--- config.mk ---
export PLATFORM = sky130hd
export DESIGN_NAME = timebase_rtc_control
export DESIGN_NICKNAME = d
export VERILOG_FILES = /design/src/common/rtc_pkg.sv /design/src/hw/timebase_rtc_control.sv /design/src/hw/rtc_watchdog.sv
export SDC_FILE = /design/constraint.sdc
export NUM_CORES = 1
export LEC_CHECK = 0
export ABC_AREA = 0
export BUFFER_PORTS_ARGS = -buffer_cell sky130_fd_sc_hd__buf_2
export CORE_UTILIZATION = 62
export CTS_CLUSTER_DIAMETER = 150
export DETAILED_ROUTE_END_ITERATION = 8
export HOLD_SLACK_MARGIN = 0.1
export PLACE_DENSITY = 0.84
export SLEW_MARGIN = 15
export SYNTH_ARGS = -nofsm -noshare
export SYNTH_HDL_FRONTEND = slang
export SYNTH_SLANG_ARGS = --single-unit
--- constraint.sdc ---
create_clock -name sys_clk -period 11.1 [get_ports sys_clk]
set_clock_uncertainty 0.15 [all_clocks]
set_input_delay 0.555 -clock sys_clk [delete_from_list [all_inputs] [get_ports sys_clk]]
set_output_delay 0.555 -clock sys_clk [all_outputs]
set_load 0.02 [all_outputs]
--- src/common/rtc_pkg.sv ---
// Constants for the timebase and real-time clock control block
// Operation
// - Time counters run only while rtc enabled
// - Timebase clear self-clears, always reads zero
// - Timebase clear restarts every derived clock
// - Stopwatch clear forces and holds count zero
// - Watchdog rate accepted on first write only
// - Unwritten watchdog rate stays at 00
// - Watchdog rate selects 1,2,4,8 second spans
// - Any control write counts as first write
// - Refresh shortens timeout by low-stage phase
// - Halve bit adds divide-by-two, first write
// - Crystal option picks ratios, first write
// - Option 0 is 38400 Hz, 1 32000
// - Timebase starts as 38400 Hz until written
// - Hour, minute, second flags gated by enables
// - Stopwatch and alarm flags gated by enables
// - Stopwatch clock enable gates 100 Hz tick
// - Periodic select: off, 1, 2, 4 Hz
// - 4 Hz periodic intervals stay within 5-3.3 Hz
// - Flag clears after status then data read
// - Seconds, minutes wrap after 59, carry on
// - Hours advance on minute wrap, wrap after 23
// - Alarm flag on hours and minutes match
package rtc_pkg;

  // ===========================================================
  // Register offsets
  localparam logic [15:0] TB_CTRL_ADDR  = 16'h0035;
  localparam logic [15:0] IRQ_CTRL_ADDR = 16'h0036;
  localparam logic [15:0] FLAGS_ADDR    = 16'h0037;
  localparam logic [15:0] SW_COUNT_ADDR = 16'h0038;
  localparam logic [15:0] SEC_ADDR      = 16'h0039;
  localparam logic [15:0] MIN_ADDR      = 16'h003A;
  localparam logic [15:0] HOUR_ADDR     = 16'h003B;
  localparam logic [15:0] AL_MIN_ADDR   = 16'h003C;
  localparam logic [15:0] AL_HOUR_ADDR  = 16'h003D;
  localparam logic [15:0] WD_REFRESH_ADDR = 16'hFFFF;

  // ===========================================================
  // Timebase control bit positions
  localparam int TB_RUN   = 7;
  localparam int TB_CLR   = 6;
  localparam int TB_SWCLR = 5;
  localparam int TB_CRS   = 3;
  localparam int TB_HALVE = 1;
  localparam int TB_XOPT  = 0;

  // Interrupt control bit positions
  localparam int IC_HOUR  = 7;
  localparam int IC_MIN   = 6;
  localparam int IC_SEC   = 5;
  localparam int IC_SWIE  = 4;
  localparam int IC_SWCE  = 3;
  localparam int IC_ALIE  = 2;

  // Flag positions, shared by the flag register
  localparam int F_PER  = 5;
  localparam int F_HOUR = 4;
  localparam int F_MIN  = 3;
  localparam int F_SEC  = 2;
  localparam int F_AL   = 1;
  localparam int F_SW   = 0;
  localparam int NFLAGS = 6;

  localparam logic [7:0] REG_RESET = 8'h00;

  // ===========================================================
  // Division counts
  localparam logic [8:0] DIV100_38K = 9'h180;
  localparam logic [8:0] DIV100_32K = 9'h140;
  localparam logic [4:0] DIV_4HZ    = 5'h19;
  localparam logic [3:0] DIV_10HZ   = 4'hA;
  localparam logic [5:0] LAST_SEC   = 6'h3B;
  localparam logic [4:0] LAST_HOUR  = 5'h17;
  localparam int WD_PRE_BITS  = 8;
  localparam int WD_BASE_BITS = 7;

endpackage : rtc_pkg

--- src/hw/timebase_rtc_control.sv ---
// Timebase divider, clock counters, stopwatch and event flags
`timescale 1ns/1ns
module timebase_rtc_control (
  input  wire logic        sys_clk,
  input  wire logic        rst_n,
  input  wire logic        xtal_tick,
  input  wire logic [15:0] bus_addr,
  input  wire logic [7:0]  bus_wdata,
  input  wire logic        bus_wr,
  input  wire logic        bus_rd,
  output logic      [7:0]  bus_rdata,
  output logic             rtc_irq,
  output logic             display_tick,
  output logic             watchdog_reset
);

  // ===========================================================
  // Reset release
  logic [1:0] rst_sync_q;
  logic       rst_ok;

  always_ff @(posedge sys_clk or negedge rst_n) begin
    if (!rst_n) rst_sync_q <= 2'h0;
    else rst_sync_q <= {rst_sync_q[0], 1'b1};
  end

  assign rst_ok = rst_sync_q[1];

  // ===========================================================
  // State
  typedef struct packed {
    logic        xt;
    logic        locked;
    logic        run;
    logic        tb_clr;
    logic        swclr;
    logic [1:0]  crs;
    logic        halve;
    logic        xopt;
    logic [7:0]  ctrl;
    logic        half_ph;
    logic [8:0]  pre;
    logic [4:0]  div4;
    logic        div2;
    logic        div1;
    logic [3:0]  div10;
    logic [7:0]  sw;
    logic [5:0]  sec;
    logic [5:0]  min;
    logic [4:0]  hr;
    logic [5:0]  al_min;
    logic [4:0]  al_hr;
    logic        match;
    logic [5:0]  flags;
    logic [5:0]  armed;
    logic [7:0]  rdata;
    logic        irq;
    logic        disp;
  } rtc_state_t;

  rtc_state_t s_q;
  rtc_state_t s_d;

  // ===========================================================
  // Helpers
  function automatic logic [15:0] flag_reg(input int idx);
    unique case (idx)
      rtc_pkg::F_PER:  flag_reg = rtc_pkg::IRQ_CTRL_ADDR;
      rtc_pkg::F_HOUR: flag_reg = rtc_pkg::HOUR_ADDR;
      rtc_pkg::F_MIN:  flag_reg = rtc_pkg::MIN_ADDR;
      rtc_pkg::F_SEC:  flag_reg = rtc_pkg::SEC_ADDR;
      rtc_pkg::F_AL:   flag_reg = rtc_pkg::AL_MIN_ADDR;
      default:         flag_reg = rtc_pkg::SW_COUNT_ADDR;
    endcase
  endfunction : flag_reg

  function automatic logic hit(input logic [15:0] a,
                               input logic [15:0] r);
    hit = (a == r);
  endfunction : hit

  // ===========================================================
  // Events
  logic       wr_tb;
  logic       base;
  logic       t100;
  logic       t4;
  logic       t2;
  logic       t1;
  logic       t10;
  logic       per_ev;
  logic       match_now;
  logic [8:0] pre_last;
  logic [5:0] en_vec;
  logic [5:0] set_vec;
  logic       wd_tmo;

  always_comb begin
    wr_tb = bus_wr && hit(bus_addr, rtc_pkg::TB_CTRL_ADDR);
    // Crystal events only act from the registered copy
    base = s_q.xt && (!s_q.halve || s_q.half_ph);
    // Default option 0 selects the 38400 Hz ratio
    pre_last = s_q.xopt ? rtc_pkg::DIV100_32K - 9'h001
                        : rtc_pkg::DIV100_38K - 9'h001;
    t100 = base && (s_q.pre == pre_last);
    // 100 Hz / 25 gives 4 Hz, well inside the 5 to 3.3 Hz band
    t4 = t100 && (s_q.div4 == rtc_pkg::DIV_4HZ - 5'h01);
    t2 = t4 && s_q.div2;
    t1 = t2 && s_q.div1;
    t10 = t100 && (s_q.div10 == rtc_pkg::DIV_10HZ - 4'h1);
    unique case (s_q.ctrl[1:0])
      2'h0: per_ev = 1'b0;
      2'h1: per_ev = t1;
      2'h2: per_ev = t2;
      2'h3: per_ev = t4;
    endcase
    match_now = (s_q.hr == s_q.al_hr) && (s_q.min == s_q.al_min);
    en_vec = '0;
    en_vec[rtc_pkg::F_PER]  = |s_q.ctrl[1:0];
    en_vec[rtc_pkg::F_HOUR] = s_q.ctrl[rtc_pkg::IC_HOUR];
    en_vec[rtc_pkg::F_MIN]  = s_q.ctrl[rtc_pkg::IC_MIN];
    en_vec[rtc_pkg::F_SEC]  = s_q.ctrl[rtc_pkg::IC_SEC];
    en_vec[rtc_pkg::F_AL]   = s_q.ctrl[rtc_pkg::IC_ALIE];
    en_vec[rtc_pkg::F_SW]   = s_q.ctrl[rtc_pkg::IC_SWIE];
  end

  // ===========================================================
  // Next state
  always_comb begin
    s_d = s_q;
    set_vec = '0;
    s_d.xt = xtal_tick;
    s_d.disp = 1'b0;

    // Timebase chain
    if (s_q.xt) s_d.half_ph = ~s_q.half_ph;
    if (base) begin
      s_d.pre = (s_q.pre == pre_last) ? 9'h000 : s_q.pre + 9'h001;
    end
    if (t100) begin
      s_d.disp = 1'b1;
      s_d.div4 = (s_q.div4 == rtc_pkg::DIV_4HZ - 5'h01)
               ? 5'h00 : s_q.div4 + 5'h01;
      s_d.div10 = (s_q.div10 == rtc_pkg::DIV_10HZ - 4'h1)
                ? 4'h0 : s_q.div10 + 4'h1;
    end
    if (t4) s_d.div2 = ~s_q.div2;
    if (t2) s_d.div1 = ~s_q.div1;
    if (per_ev) set_vec[rtc_pkg::F_PER] = 1'b1;

    // Time of day
    if (s_q.run && t1) begin
      set_vec[rtc_pkg::F_SEC] = 1'b1;
      if (s_q.sec == rtc_pkg::LAST_SEC) begin
        s_d.sec = 6'h00;
        set_vec[rtc_pkg::F_MIN] = 1'b1;
        if (s_q.min == rtc_pkg::LAST_SEC) begin
          s_d.min = 6'h00;
          set_vec[rtc_pkg::F_HOUR] = 1'b1;
          s_d.hr = (s_q.hr == rtc_pkg::LAST_HOUR)
                 ? 5'h00 : s_q.hr + 5'h01;
        end else begin
          s_d.min = s_q.min + 6'h01;
        end
      end else begin
        s_d.sec = s_q.sec + 6'h01;
      end
    end

    // Alarm fires on the first cycle of a match while the clock runs;
    // reset leaves both times at zero, already matched before the clock can run, so no alarm fires
    s_d.match = match_now;
    if (s_q.run && match_now && !s_q.match)
      set_vec[rtc_pkg::F_AL] = 1'b1;

    // Stopwatch
    if (s_q.swclr) begin
      s_d.sw = 8'h00;
    end else if (t100 && s_q.ctrl[rtc_pkg::IC_SWCE]) begin
      s_d.sw = s_q.sw + 8'h01;
    end
    if (t10 && s_q.ctrl[rtc_pkg::IC_SWCE])
      set_vec[rtc_pkg::F_SW] = 1'b1;

    // Timebase clear is applied one cycle after the write
    if (s_q.tb_clr) begin
      s_d.half_ph = 1'b0;
      s_d.pre = '0;
      s_d.div4 = '0;
      s_d.div2 = 1'b0;
      s_d.div1 = 1'b0;
      s_d.div10 = '0;
      s_d.disp = 1'b0;
    end
    s_d.tb_clr = 1'b0;

    // Register writes
    if (bus_wr) begin
      unique case (bus_addr)
        rtc_pkg::TB_CTRL_ADDR: begin
          s_d.run = bus_wdata[rtc_pkg::TB_RUN];
          s_d.tb_clr = bus_wdata[rtc_pkg::TB_CLR];
          s_d.swclr = bus_wdata[rtc_pkg::TB_SWCLR];
          // A bit set or clear arrives as a full write, so locks too
          if (!s_q.locked) begin
            s_d.crs = bus_wdata[rtc_pkg::TB_CRS +: 2];
            s_d.halve = bus_wdata[rtc_pkg::TB_HALVE];
            s_d.xopt = bus_wdata[rtc_pkg::TB_XOPT];
            s_d.locked = 1'b1;
          end
        end
        rtc_pkg::IRQ_CTRL_ADDR: s_d.ctrl = bus_wdata;
        rtc_pkg::SEC_ADDR:      s_d.sec = bus_wdata[5:0];
        rtc_pkg::MIN_ADDR:      s_d.min = bus_wdata[5:0];
        rtc_pkg::HOUR_ADDR:     s_d.hr = bus_wdata[4:0];
        rtc_pkg::AL_MIN_ADDR:   s_d.al_min = bus_wdata[5:0];
        rtc_pkg::AL_HOUR_ADDR:  s_d.al_hr = bus_wdata[4:0];
        default: ;
      endcase
    end

    // Reads: data, then two-step flag clearing
    if (bus_rd) begin
      unique case (bus_addr)
        rtc_pkg::TB_CTRL_ADDR:
          s_d.rdata = {s_q.run, 1'b0, s_q.swclr, s_q.crs, 1'b0,
                       s_q.halve, s_q.xopt};
        rtc_pkg::IRQ_CTRL_ADDR: s_d.rdata = s_q.ctrl;
        rtc_pkg::FLAGS_ADDR:    s_d.rdata = {2'h0, s_q.flags};
        rtc_pkg::SW_COUNT_ADDR: s_d.rdata = s_q.sw;
        rtc_pkg::SEC_ADDR:      s_d.rdata = {2'h0, s_q.sec};
        rtc_pkg::MIN_ADDR:      s_d.rdata = {2'h0, s_q.min};
        rtc_pkg::HOUR_ADDR:     s_d.rdata = {3'h0, s_q.hr};
        rtc_pkg::AL_MIN_ADDR:   s_d.rdata = {2'h0, s_q.al_min};
        rtc_pkg::AL_HOUR_ADDR:  s_d.rdata = {3'h0, s_q.al_hr};
        default:                s_d.rdata = rtc_pkg::REG_RESET;
      endcase
      for (int i = 0; i < rtc_pkg::NFLAGS; i++) begin
        if (s_q.armed[i] && hit(bus_addr, flag_reg(i))) begin
          s_d.flags[i] = 1'b0;
          s_d.armed[i] = 1'b0;
        end
      end
      if (hit(bus_addr, rtc_pkg::FLAGS_ADDR))
        s_d.armed = s_q.armed | s_q.flags;
    end

    // A new event beats a clear in the same cycle
    s_d.flags = s_d.flags | set_vec;
    s_d.armed = s_d.armed & ~set_vec;

    s_d.irq = |(s_q.flags & en_vec);
  end

  always_ff @(posedge sys_clk or negedge rst_ok) begin
    if (!rst_ok) s_q <= '0;
    else s_q <= s_d;
  end

  // ===========================================================
  // Watchdog
  rtc_watchdog u_watchdog (
    .sys_clk   (sys_clk),
    .rst_n     (rst_ok),
    .xtal_en   (base),
    .tb_clear  (s_q.tb_clr),
    .refresh   (bus_wr && hit(bus_addr, rtc_pkg::WD_REFRESH_ADDR)),
    .rate      (s_q.crs),
    .timeout_q (wd_tmo)
  );

  assign bus_rdata      = s_q.rdata;
  assign rtc_irq        = s_q.irq;
  assign display_tick   = s_q.disp;
  assign watchdog_reset = wd_tmo;

  // ===========================================================
  // Checks
  chk_clear_reads_zero: assert property (
    @(posedge sys_clk) disable iff (!rst_ok)
    bus_rd && bus_addr == rtc_pkg::TB_CTRL_ADDR
    |=> !bus_rdata[rtc_pkg::TB_CLR])
    else $error("timebase clear bit read back as one");

  chk_clear_self: assert property (
    @(posedge sys_clk) disable iff (!rst_ok)
    s_q.tb_clr && !wr_tb |=> !s_q.tb_clr)
    else $error("timebase clear bit did not self-clear");

  chk_clear_chain: assert property (
    @(posedge sys_clk) disable iff (!rst_ok)
    s_q.tb_clr |=> s_q.pre == '0 && s_q.div4 == '0)
    else $error("timebase chain not cleared");

  chk_rtc_hold: assert property (
    @(posedge sys_clk) disable iff (!rst_ok)
    !s_q.run && !bus_wr |=> $stable(s_q.sec))
    else $error("seconds moved while clock disabled");

  chk_time_range: assert property (
    @(posedge sys_clk) disable iff (!rst_ok)
    s_q.sec <= rtc_pkg::LAST_SEC && s_q.min <= rtc_pkg::LAST_SEC)
    else $error("seconds or minutes out of range");

  chk_hour_range: assert property (
    @(posedge sys_clk) disable iff (!rst_ok)
    s_q.hr <= rtc_pkg::LAST_HOUR)
    else $error("hours out of range");

  chk_sw_clear: assert property (
    @(posedge sys_clk) disable iff (!rst_ok)
    s_q.swclr ##1 s_q.swclr |-> s_q.sw == 8'h00)
    else $error("stopwatch not held at zero");

  chk_sw_gate: assert property (
    @(posedge sys_clk) disable iff (!rst_ok)
    !s_q.ctrl[rtc_pkg::IC_SWCE] && !s_q.swclr |=> $stable(s_q.sw))
    else $error("stopwatch counted while gated");

  chk_rate_lock: assert property (
    @(posedge sys_clk) disable iff (!rst_ok)
    s_q.locked |=> $stable(s_q.crs) && $stable(s_q.xopt))
    else $error("write-once field changed after lock");

  chk_irq_or: assert property (
    @(posedge sys_clk) disable iff (!rst_ok)
    |(s_q.flags & en_vec) |=> rtc_irq)
    else $error("enabled flag raised no interrupt");

endmodule : timebase_rtc_control

--- src/hw/rtc_watchdog.sv ---
// Watchdog counter chain fed by the timebase crystal tick
`timescale 1ns/1ns
module rtc_watchdog #(
  parameter int PRE_BITS  = rtc_pkg::WD_PRE_BITS,
  parameter int BASE_BITS = rtc_pkg::WD_BASE_BITS
) (
  input  wire logic       sys_clk,
  input  wire logic       rst_n,
  input  wire logic       xtal_en,
  input  wire logic       tb_clear,
  input  wire logic       refresh,
  input  wire logic [1:0] rate,
  output logic            timeout_q
);

  localparam int MB = BASE_BITS + 3;

  if (PRE_BITS < 1 || BASE_BITS < 1) begin : g_bad_width
    $error("watchdog stage widths must be positive");
  end

  typedef struct packed {
    logic [PRE_BITS-1:0] pre;
    logic [MB-1:0]       cnt;
    logic                tmo;
  } wd_state_t;

  wd_state_t s_q;
  wd_state_t s_d;
  logic [MB-1:0] last;

  always_comb begin
    // 2^(base+rate) low-stage wraps: 1, 2, 4, 8 s at 32 kHz
    last = MB'((1 << (BASE_BITS + 32'(rate))) - 1);
    s_d = s_q;
    s_d.tmo = 1'b0;
    if (xtal_en) begin
      s_d.pre = s_q.pre + 1'b1;
      if (&s_q.pre) begin
        if (s_q.cnt == last) begin
          s_d.cnt = '0;
          s_d.tmo = 1'b1;
        end else begin
          s_d.cnt = s_q.cnt + 1'b1;
        end
      end
    end
    // Low stage keeps its phase: each refresh loses up to 255 ticks
    // A refresh in the same cycle as the timeout still saves the system
    if (refresh) begin
      s_d.cnt = '0;
      s_d.tmo = 1'b0;
    end
    if (tb_clear) begin
      s_d.pre = '0;
      s_d.cnt = '0;
    end
  end

  always_ff @(posedge sys_clk or negedge rst_n) begin
    if (!rst_n) s_q <= '0;
    else s_q <= s_d;
  end

  assign timeout_q = s_q.tmo;

  chk_refresh_clear: assert property (@(posedge sys_clk) disable iff (!rst_n)
    refresh && !tb_clear |=> s_q.cnt == '0 && !timeout_q)
    else $error("refresh did not restart the watchdog");

endmodule : rtc_watchdog

==> results.json, run 1 <==
{
  "clk_latency_ns": 0.53,
  "antenna_left": 0,
  "grt_max_degree": 87,
  "ys_ff_latch": 118,
  "rsz0062_at_grt": "false",
  "fin_tns_setup_ns": 0,
  "hold_path.class": "reg2async",
  "synth_ff_type": "dfrtp_1",
  "die_area_sq_mm": 0.01140,
  "grt-ovfl-total": 0,
  "endpoint_kind": "flip-flop",
  "yosysUniqueCellTypes": 76,
  "dp_cells": 843,
  "synth_warnings": 0,
  "critPathKind": "reg2reg",
  "synth_simple_gate_area_share_pct": 24.39,
  "worstReg2RegEnd": "s_q[38]$_DFF_PN0_",
  "routed_wl_mm": 17.89,
  "cts_tree": "built",
  "syn_inst": 703,
  "port-buffer-count": 39,
  "grt_pass1_vias": 5769,
  "hpwl_mm": 12.35,
  "die_y_um": 106.8,
  "avgSynthCellArea_sq_um": 9.682,
  "start_util_pct": 65.06,
  "syn_to_final_growth_pct": 12.10,
  "fin_crit_sh_pct": 25.70,
  "ctsRootBufferMaster": "clkbuf_8",
  "sequentialPowerShare_pct": 43.3,
  "cts_buffer_depth": 2,
  "fin_ws_ns": 8.248,
  "antenna_found_initial": 1,
  "place_ws_ns": 8.300,
  "worstMarginPinSlew_ns": 1.041,
  "cp_slowest_cell": "or3_4",
  "synth_top_family_by_area": "simple AND/OR/NAND/NOR gates",
  "internal_power_w": 0.0008411,
  "vdd_ir_drop_max_mv": 0.1430,
  "core_area_sq_mm": 0.01046,
  "ios": 40,
  "cts.clk_slew.worst_paths_ns": 0.06,
  "routabilityCongestion": 0.9385,
  "power.leakage_nw": 3.216,
  "p_per_area_mw_per_mm2": 148.5,
  "viasPerCell": 6.710,
  "p_sw_share_pct": 25.75,
  "synth.yosys.seq_area_share_pct": 43.38,
  "synthMuxAreaShare_pct": 7.132,
  "drtIter0Drc": 544,
  "drv_cap": 0,
  "hold_viol": 0,
  "r2r_start": "s_q[65]$_DFFE_PN0P_",
  "cts_buffers": 17,
  "grt_pass1_wl_mm": 28.79,
  "rrSetupSlack_ns": 8.25,
  "fin_nets": 770,
  "die_x_um": 106.8,
  "vias": 5891,
  "synth_edf_count": 0,
  "drc": 0,
  "avgRoutedWirePerCell_um": 20.38,
  "max_stage_delay_ns": 0.59,
  "max_clock_freq_mhz": 350.6,
  "drt_pass1_iterations": 8,
  "relSlewSlack_pct": 30.60,
  "async_flop_share_pct": 100.0,
  "synth_compound_area_share_pct": 13.92,
  "critPathLaunchType": "flip-flop",
  "p_comb_share_pct": 8.6,
  "synth_xor_area_share_pct": 4.632,
  "cts.sinks": 118,
  "fin_cells": 878,
  "worstRegToRegCells": 7,
  "worstPathRequired_ns": 11.40,
  "h-tree-depth": 4,
  "synth-adder-area-share_pct": 2.390,
  "row_count": 37,
  "status": "finished, final reports clean",
  "p_switching_w": 0.0002916,
  "power.share.clock_pct": 48.1,
  "grtUsageTotal_pct": 33.14,
  "netlist_area_sq_mm": 0.006807,
  "cp.arrival_ns": 3.15,
  "setup_violations": 0,
  "drive_above_1_share_pct": 16.87,
  "period_needed_ns": 2.852,
  "maxSlewViolCount": 0,
  "path_max_fanout": 14,
  "crit_chain": "inv_1, ha_1, and4b_1, nand4_1, or3_4, or4_1, a31oi_1"
}
==> kinds of logic after synthesis <==
logic type / count (synthesis)
AND/OR/NAND/NOR: 283
flip-flops: 118
AO/OA/AOI/OAI: 148
other: 1
buffers and inverters: 64
multiplexers: 40
XOR/XNOR: 36
adder cells (fa/ha/maj): 13
==> final cells by class <==
class / count / area [sq um]
sequential: 118 / 2957
inverter: 24 / 90.09
multi-input combinational: 525 / 3590
timing repair buffer: 42 / 226.5
tap: 136 / 170.2
clock buffer: 22 / 473.0
clock inverter: 10 / 121.4
antenna: 1 / 2.502
fill: 770 / 2833
==> cell usage after synthesis, drive strengths merged, types with 3 or more instances <==
master	instances	area share, %
nor3	15	1.3
a21o	4	0.44
a32oi	4	0.51
and2	11	1.0
xnor2	21	2.7
nand3	46	3.8
or2	3	0.28
nand4	22	2.0
and4	6	0.77
o32ai	3	0.39
clkbuf	24	1.3
mux2i	8	1.2
nor4	10	1.8
a22oi	12	1.3
o22ai	7	0.64
nor2b	6	0.55
o31a	3	0.39
and3	11	1.0
or4	8	0.99
mux2	28	4.6
or4b	5	0.74
nor2	58	3.3
and3b	3	0.39
or3	13	1.3
mux4	4	1.3
xor2	15	1.9
dfrtp	118	43
o21ai	29	2.1
a311oi	4	0.51
buf	16	1.4
inv	24	1.3
a21oi	44	3.2
o31ai	5	0.55
nand2	47	2.6
ha	13	2.4
a21boi	4	0.44
nand3b	3	0.39
a31oi	10	0.92
nand2b	6	0.55
==> stage by stage <==
step                       power, W  instance area [sq um]  utilization [%]  hold slack, ns
after floorplan           0.0005596                   6822                -          0.1094
after global placement    0.0005839                   7009            66.99          0.1131
after detailed placement  0.0005903                   7009            66.99          0.1156
after CTS                  0.001135                   7624            72.87          0.1184
after global routing       0.001167                   7627            72.90          0.1313
final                      0.001133                   7630            72.93          0.1108
==> power groups by stage <==
| stage | clock, W | combinational [W] | sequential (W) |
|---|---|---|---|
| floorplan | 0 | 0.0000682 | 0.000491 |
| global placement | 0 | 0.0000909 | 0.000493 |
| detailed placement | 0 | 0.0000952 | 0.000495 |
| CTS | 0.000549 | 0.0000970 | 0.000490 |
| global route | 0.000565 | 0.000108 | 0.000494 |
| finish | 0.000545 | 0.0000970 | 0.000490 |
==> worst max-delay path, delay by kind of cell (launching register included) <==
family | cells | cell delay, ns
simple gates | 4 | 1.78
flops | 1 | 0.41
fa+ha+maj | 1 | 0.17
compound gates | 1 | 0.17
buf+inv | 1 | 0.10
==> state kept, by name, summed over array words and instances (netlist names) <==
register,flops
bus_rdata,8
display_tick,1
en_vec,5
rst_sync_q,2
rtc_irq,1
s_q,82
u_watchdog.s_q,18
u_watchdog.timeout_q,1
==> layout by cell type (no fill, tap or decap), drive strengths merged, types with 21 or more instances in the layout <==
master,instances
dfrtp,118
nor2,58
nand2,47
nand3,46
a21oi,44
buf,40
o21ai,29
mux2,28
inv,25
nand4,22
clkbuf,22
xnor2,21
==> layer usage <==
metal | GRT usage [%] | share of wire [%] | vias up
li1 | - | - | 2644
met1 | 40.42 | 39 | 2901
met2 | 53.78 | 50 | 279
met3 | 8.450 | 7.3 | 67
met4 | 18.30 | 4.0 | 0
met5 | 0 | 0 | -
==> timing repair <==
| action | CTS | global route |
|---|---|---|
| hold endpoints to repair | 3 | 0 |
| hold buffers | 2 | 0 |
| resized for setup | 0 | 0 |
| buffers inserted | 0 | 0 |
==> worst max-delay path by stage <==
stage,start,end,slack (ns),cells after the start
2_1_floorplan,rst_sync_q[1]$_DFF_PN0_,bus_rdata[0]$_DFFE_PN0P_,7.42,0
3_3_place_gp,bus_addr[7],en_vec[3]$_DFFE_PN0P_,8.38,5
3_5_place_dp,s_q[65]$_DFFE_PN0P_,s_q[38]$_DFF_PN0_,8.30,7
4_1_cts,s_q[65]$_DFFE_PN0P_,s_q[38]$_DFF_PN0_,8.28,7
5_1_grt,s_q[65]$_DFFE_PN0P_,s_q[38]$_DFF_PN0_,8.09,7
6_report,s_q[65]$_DFFE_PN0P_,s_q[38]$_DFF_PN0_,8.25,7
No activity file was read; power rests on OpenSTA's default activity.
==> run 2: changes to the inputs <==
Clock period 11.1 ns to 2.95 ns, I/O delays scaled along.
==> results.json, run 2 (synthesis results as in run 1) <==
{
  "status": "finished, final reports clean",
  "regArea_sq_mm": 0.002957,
  "worstPathRequired_ns": 3.22,
  "hpwl_mm": 12.68,
  "drive_above_1_share_pct": 16.94,
  "routabilityCongestion": 0.9940,
  "path_max_fanout": 8,
  "hold_path.class": "in2reg",
  "critPathKind": "in2reg",
  "antenna_found_initial": 0,
  "fin_crit_sh_pct": 99.42,
  "dp_cells": 848,
  "cp_top_family": "simple AND/OR/NAND/NOR gates",
  "ios": 40,
  "fin_nets": 808,
  "hold_viol": 0,
  "critPathLaunchType": "primary input",
  "rrSetupSlack_ns": 0.22,
  "p_per_area_mw_per_mm2": 542.3,
  "viasPerCell": 6.655,
  "mostFrequentLayoutCells": "dfrtp_1 (117), nor2_1 (57), nand2_1 (47)",
  "ctsRootBufferMaster": "clkbuf_8",
  "maxSlewViolCount": 0,
  "relSlewSlack_pct": 27.84,
  "start_util_pct": 65.06,
  "drt_pass1_iterations": 9,
  "top_register": "s_q",
  "period_needed_ns": 2.933,
  "antenna_cells": 0,
  "core_area_sq_mm": 0.01046,
  "cp_slowest_cell": "dlygate4sd3_1",
  "path_buf_inv": 3,
  "largest_reg_flops": 82,
  "cts_buffer_depth": 2,
  "hold_ws_ns": 0.1183,
  "place_ws_ns": 0.5299,
  "multi_input_area_sq_mm": 0.003591,
  "vias": 6089,
  "drc": 0,
  "drtIter0Drc": 748,
  "mostFrequentLayoutCell": "dfrtp_1",
  "grt_pass1_wl_mm": 31.00,
  "vdd_ir_drop_max_mv": 0.6055,
  "drv_cap": 0,
  "port-buffer-count": 39,
  "die_area_sq_mm": 0.01140,
  "path_common_cell": "dlygate4sd3_1",
  "rsz0062_at_grt": "false",
  "cp.arrival_ns": 3.20,
  "hold_start": "bus_addr[7]",
  "max_stage_delay_ns": 0.65,
  "fin_ws_ns": 0.01709,
  "fin_tns_setup_ns": 0,
  "clk_latency_ns": 0.54,
  "antenna_left": 0,
  "min_to": "s_q[15]$_DFF_PN0_",
  "cts_buffers": 17,
  "routed_wl_mm": 19.21,
  "r2r_start": "u_watchdog.s_q[1]$_DFFE_PN0P_",
  "grtUsageTotal_pct": 35.81,
  "avgRoutedWirePerCell_um": 20.99,
  "cts.sinks": 118,
  "crit_chain": "buf_2, dlygate4sd3_1, or4_4, dlygate4sd3_1, nor4_2, and3_2, mux2_2",
  "fillers": 712,
  "fin_cells": 915,
  "grt_pass1_vias": 6109,
  "grt_max_degree": 51,
  "setup_violations": 0,
  "endpoint_kind": "flip-flop",
  "die_x_um": 106.8,
  "total_power_w": 0.004341,
  "max_clock_freq_mhz": 341.0,
  "cts_tree": "built",
  "die_y_um": 106.8,
  "grt-ovfl-total": 0,
  "worstMarginPinSlew_ns": 1.082,
  "power.leakage_nw": 3.398,
  "hold_depth": 5,
  "h-tree-depth": 4,
  "row_count": 37,
  "worstRegToRegCells": 6,
  "worstReg2RegEnd": "u_watchdog.timeout_q$_DFF_PN0_",
  "cts.clk_slew.worst_paths_ns": 0.06,
  "syn_to_final_growth_pct": 17.61
}
-- run 2: cell types whose count changed in the layout (fill, tap and decap cells not counted), moves of 2 or more --
cell           delta
buf_4             +6
clkbuf_8          -2
clkinv_2          +3
clkinvlp_4        -2
dlygate4sd3_1    +32
-- run 2: worst max path at each step --
stage	startpoint	endpoint	slack (ns)	cells past startpoint
3_3_place_gp	s_q[65]$_DFFE_PN0P_	s_q[38]$_DFF_PN0_	0.63	7
2_1_floorplan	s_q[65]$_DFFE_PN0P_	s_q[47]$_DFF_PN0_	0.79	8
5_1_grt	bus_addr[8]	en_vec[4]$_DFFE_PN0P_	0.03	7
3_5_place_dp	s_q[65]$_DFFE_PN0P_	s_q[39]$_DFF_PN0_	0.53	8
6_report	bus_addr[8]	en_vec[4]$_DFFE_PN0P_	0.02	7
4_1_cts	bus_addr[8]	en_vec[3]$_DFFE_PN0P_	0.001	7
-- run 2: metal layers --
metal  part of all wire, %  vias up  global-route usage [%]
met4                   5.6        0                   19.86
met3                   7.5      109                   8.389
met1                    38     2938                   44.28
li1                      -     2715                       -
met2                    49      327                   57.97
met5                     0        -                       0
-- run 2: through the flow --
step	util [%]	cell area, sq um
6_report	76.51	8005
5_1_grt	76.51	8005
4_1_cts	76.43	7996
3_5_place_dp	67.47	7059
3_3_place_gp	67.47	7059
2_1_floorplan	-	6823
-- run 2: where the power goes --
part	total, W	switching (W)	internal [W]
sequential	0.00184	0.000123	0.00172
combinational	0.000405	0.000230	0.000176
clock	0.00209	0.000763	0.00133
-- run 2: repair_timing --
action,in CTS,in global routing
buffers inserted,0,1
hold buffers,34,0
endpoints found under the hold margin,67,0
endpoints found under the setup margin,0,9
resized for setup,0,1
-- run 2: cell type report --
| class | count | share of cell area [%] |
|---|---|---|
| multi-input combinational | 525 | 44.86 |
| sequential | 118 | 36.93 |
| timing repair buffer | 80 | 7.502 |
| clock buffer | 20 | 5.564 |
| tap | 136 | 2.126 |
| clock inverter | 12 | 1.891 |
| inverter | 24 | 1.125 |
-- run 2: worst reg2reg max path: cells and delay by family, from the launching register on --
kind	cells	cell delay [ns]
fa+ha+maj	1	0.20
simple gates	1	0.25
buf+inv	1	0.59
flops	1	0.40
compound gates	3	1.07
==> run 3: changes to the inputs <==
Settings changed: ABC_AREA 0 to 1, CORE_UTILIZATION 62 to 61, PLACE_DENSITY 0.84 to 0.83.
==> results.json, run 3 <==
{
  "cp_top_family": "buffers and inverters",
  "period_needed_ns": 2.800,
  "cp.arrival_ns": 3.07,
  "synth.yosys.seq_area_share_pct": 44.14,
  "rrSetupSlack_ns": 0.16,
  "max_stage_delay_ns": 0.68,
  "regArea_sq_mm": 0.002957,
  "avgSynthCellArea_sq_um": 7.401,
  "cts.clk_slew.worst_paths_ns": 0.06,
  "drt_pass1_iterations": 8,
  "cts.sinks": 118,
  "avgRoutedWirePerCell_um": 15.81,
  "cts_buffer_depth": 2,
  "hold_path.class": "reg2async",
  "start_util_pct": 63.94,
  "power.leakage_nw": 4.047,
  "grtUsageTotal_pct": 33.15,
  "status": "finished, final reports clean",
  "mostFrequentLayoutCells": "nand2_1 (248), inv_1 (117), dfrtp_1 (117)",
  "ys_ff_latch": 118,
  "fin_cells": 1141,
  "synth_top_cell_area_share_pct": 44.14,
  "yosysTopAreaCell": "dfrtp_1",
  "ys_top_cells_by_area": "dfrtp_1 (44%), nand2_1 (14%), o21ai_0 (6.7%)",
  "grt_max_degree": 82,
  "crit_chain": "dlygate4sd3_1, buf_2, nor2_1, nand4_2, dlygate4sd3_1, nor3_2, nand2_1, nand2_1, inv_1, nand2_1, nand2_1, dlygate4sd3_1",
  "fin_crit_sh_pct": 94.93,
  "grt-ovfl-total": 0,
  "row_count": 37,
  "r2r_start": "s_q[70]$_DFFE_PN0P_",
  "ctsRootBufferMaster": "clkbuf_8",
  "critPathLaunch": "bus_addr[14]",
  "h-tree-depth": 4,
  "clk_latency_ns": 0.54,
  "drtIter0Drc": 560,
  "path_common_cell": "nand2_1",
  "synth_ff_type": "dfrtp_1",
  "antenna_found_initial": 0,
  "die_x_um": 106.7,
  "viasPerCell": 5.638,
  "synth.most_common_cell": "nand2_1",
  "vias": 6433,
  "path_buf_inv": 5,
  "cp_slowest_cell": "dlygate4sd3_1",
  "p_per_area_mw_per_mm2": 535.9,
  "mostFrequentLayoutCell": "nand2_1",
  "fillers": 799,
  "rsz0062_at_grt": "false",
  "fin_tns_setup_ns": 0,
  "largest_reg_flops": 82,
  "top_register": "s_q",
  "synth_warnings": 0,
  "critPathLaunchType": "primary input",
  "routed_wl_mm": 18.04,
  "hpwl_mm": 12.00,
  "dp_cells": 1064,
  "netlist_area_sq_mm": 0.006690,
  "path_max_fanout": 6,
  "synth_edf_count": 0,
  "hold_viol": 0,
  "grt_pass1_vias": 6122,
  "setup_violations": 0,
  "fin_util_pct": 76.91,
  "antenna_left": 0,
  "worstMarginPinSlew_ns": 0.6509,
  "die_y_um": 106.7,
  "syn_to_final_growth_pct": 20.27,
  "cts_buffers": 17,
  "antenna_cells": 0,
  "drv_cap": 0,
  "relSlewSlack_pct": 56.27,
  "worstPathRequired_ns": 3.22,
  "port-buffer-count": 39,
  "yosysUniqueCellTypes": 44,
  "critPathKind": "in2reg",
  "worstRegToRegCells": 12,
  "max_clock_freq_mhz": 357.1,
  "vdd_ir_drop_max_mv": 0.6674,
  "fin_nets": 1035,
  "grt_pass1_wl_mm": 28.81,
  "cts_tree": "built",
  "maxSlewViolCount": 0,
  "die_area_sq_mm": 0.01139,
  "endpoint_kind": "flip-flop",
  "synthTopCellsByCount": "nand2_1 (248), dfrtp_1 (118), inv_1 (117)",
  "ios": 40,
  "multi_input_area_sq_mm": 0.003173,
  "worstReg2RegEnd": "s_q[42]$_DFF_PN0_",
  "async_flop_share_pct": 100.0,
  "drive_above_1_share_pct": 10.55,
  "cp.depth": 12,
  "drc": 0,
  "core_area_sq_mm": 0.01046,
  "syn_inst": 904,
  "routabilityCongestion": 0.9552
}
==> run 3: cell types whose count changed in the layout (fill, tap and decap cells not counted), sizes merged, moves of 15 or more <==
| cell | delta |
|---|---|
| nor3 | +15 |
| o21ai | +64 |
| nand2 | +204 |
| nor2 | +28 |
| xnor2 | -15 |
| mux2 | -28 |
| a21oi | -21 |
| inv | +95 |
==> run 3: worst max-delay path by stage <==
stage,endpoint,slack (ns)
finish,s_q[42]$_DFF_PN0_,0.15
global route,s_q[42]$_DFF_PN0_,0.005
CTS,s_q[42]$_DFF_PN0_,0.12
detailed placement,s_q[44]$_DFF_PN0_,0.67
global placement,s_q[44]$_DFF_PN0_,0.77
floorplan,bus_rdata[0]$_DFFE_PN0P_,0.83
==> run 3: cell type report <==
cell class | count | area share, %
Clock inverter | 9 | 1.524
Multi-Input combinational cell | 644 | 39.43
Timing Repair Buffer | 89 | 8.443
Tap cell | 136 | 2.115
Inverter | 123 | 5.738
Clock buffer | 22 | 6.002
Sequential cell | 118 | 36.74
==> run 3: timing repair <==
item,CTS,global route
hold endpoints to repair,67,0
endpoints found under the setup margin,0,1
resized for setup,0,4
buffers inserted,0,7
hold buffers,38,0
==> run 3: cells by family after synthesis <==
kind of cell	after synthesis	share of synthesized area (%)
AND/OR/NAND/NOR	458	29.81
AO/OA/AOI/OAI	148	12.08
buffers and inverters	146	8.846
flip-flops	118	44.14
XOR/XNOR	19	2.487
adder cells (fa/ha/maj)	13	2.431
other	1	0.05605
multiplexers	1	0.1496
==> run 3: where the power goes <==
part           switching, W  internal, W  total, W  leakage (nW)
registers          0.000101      0.00172   0.00182          1.46
clock network      0.000730      0.00139   0.00212         0.302
logic              0.000227     0.000146  0.000372          2.28
==> run 3: through the flow <==
| stage | hold slack (ns) | cell area, sq um | setup WS (ns) | total power [W] |
|---|---|---|---|---|
| 2_1_floorplan | -0.2981 | 6706 | 0.8298 | 0.002061 |
| 3_3_place_gp | -0.2168 | 6987 | 0.7672 | 0.002156 |
| 3_5_place_dp | -0.2164 | 6987 | 0.6703 | 0.002172 |
| 4_1_cts | 0.1229 | 7973 | 0.1227 | 0.004306 |
| 5_1_grt | 0.1890 | 8046 | 0.004612 | 0.004451 |
| 6_report | 0.1487 | 8046 | 0.1497 | 0.004312 |
==> run 3: metal layers <==
layer	vias to the layer above	wire (um)	track usage, %
li1	3117	-	-
met1	2972	7452	41.85
met2	296	8717	54.52
met3	48	1393	7.660
met4	0	475	14.58
met5	-	0	0
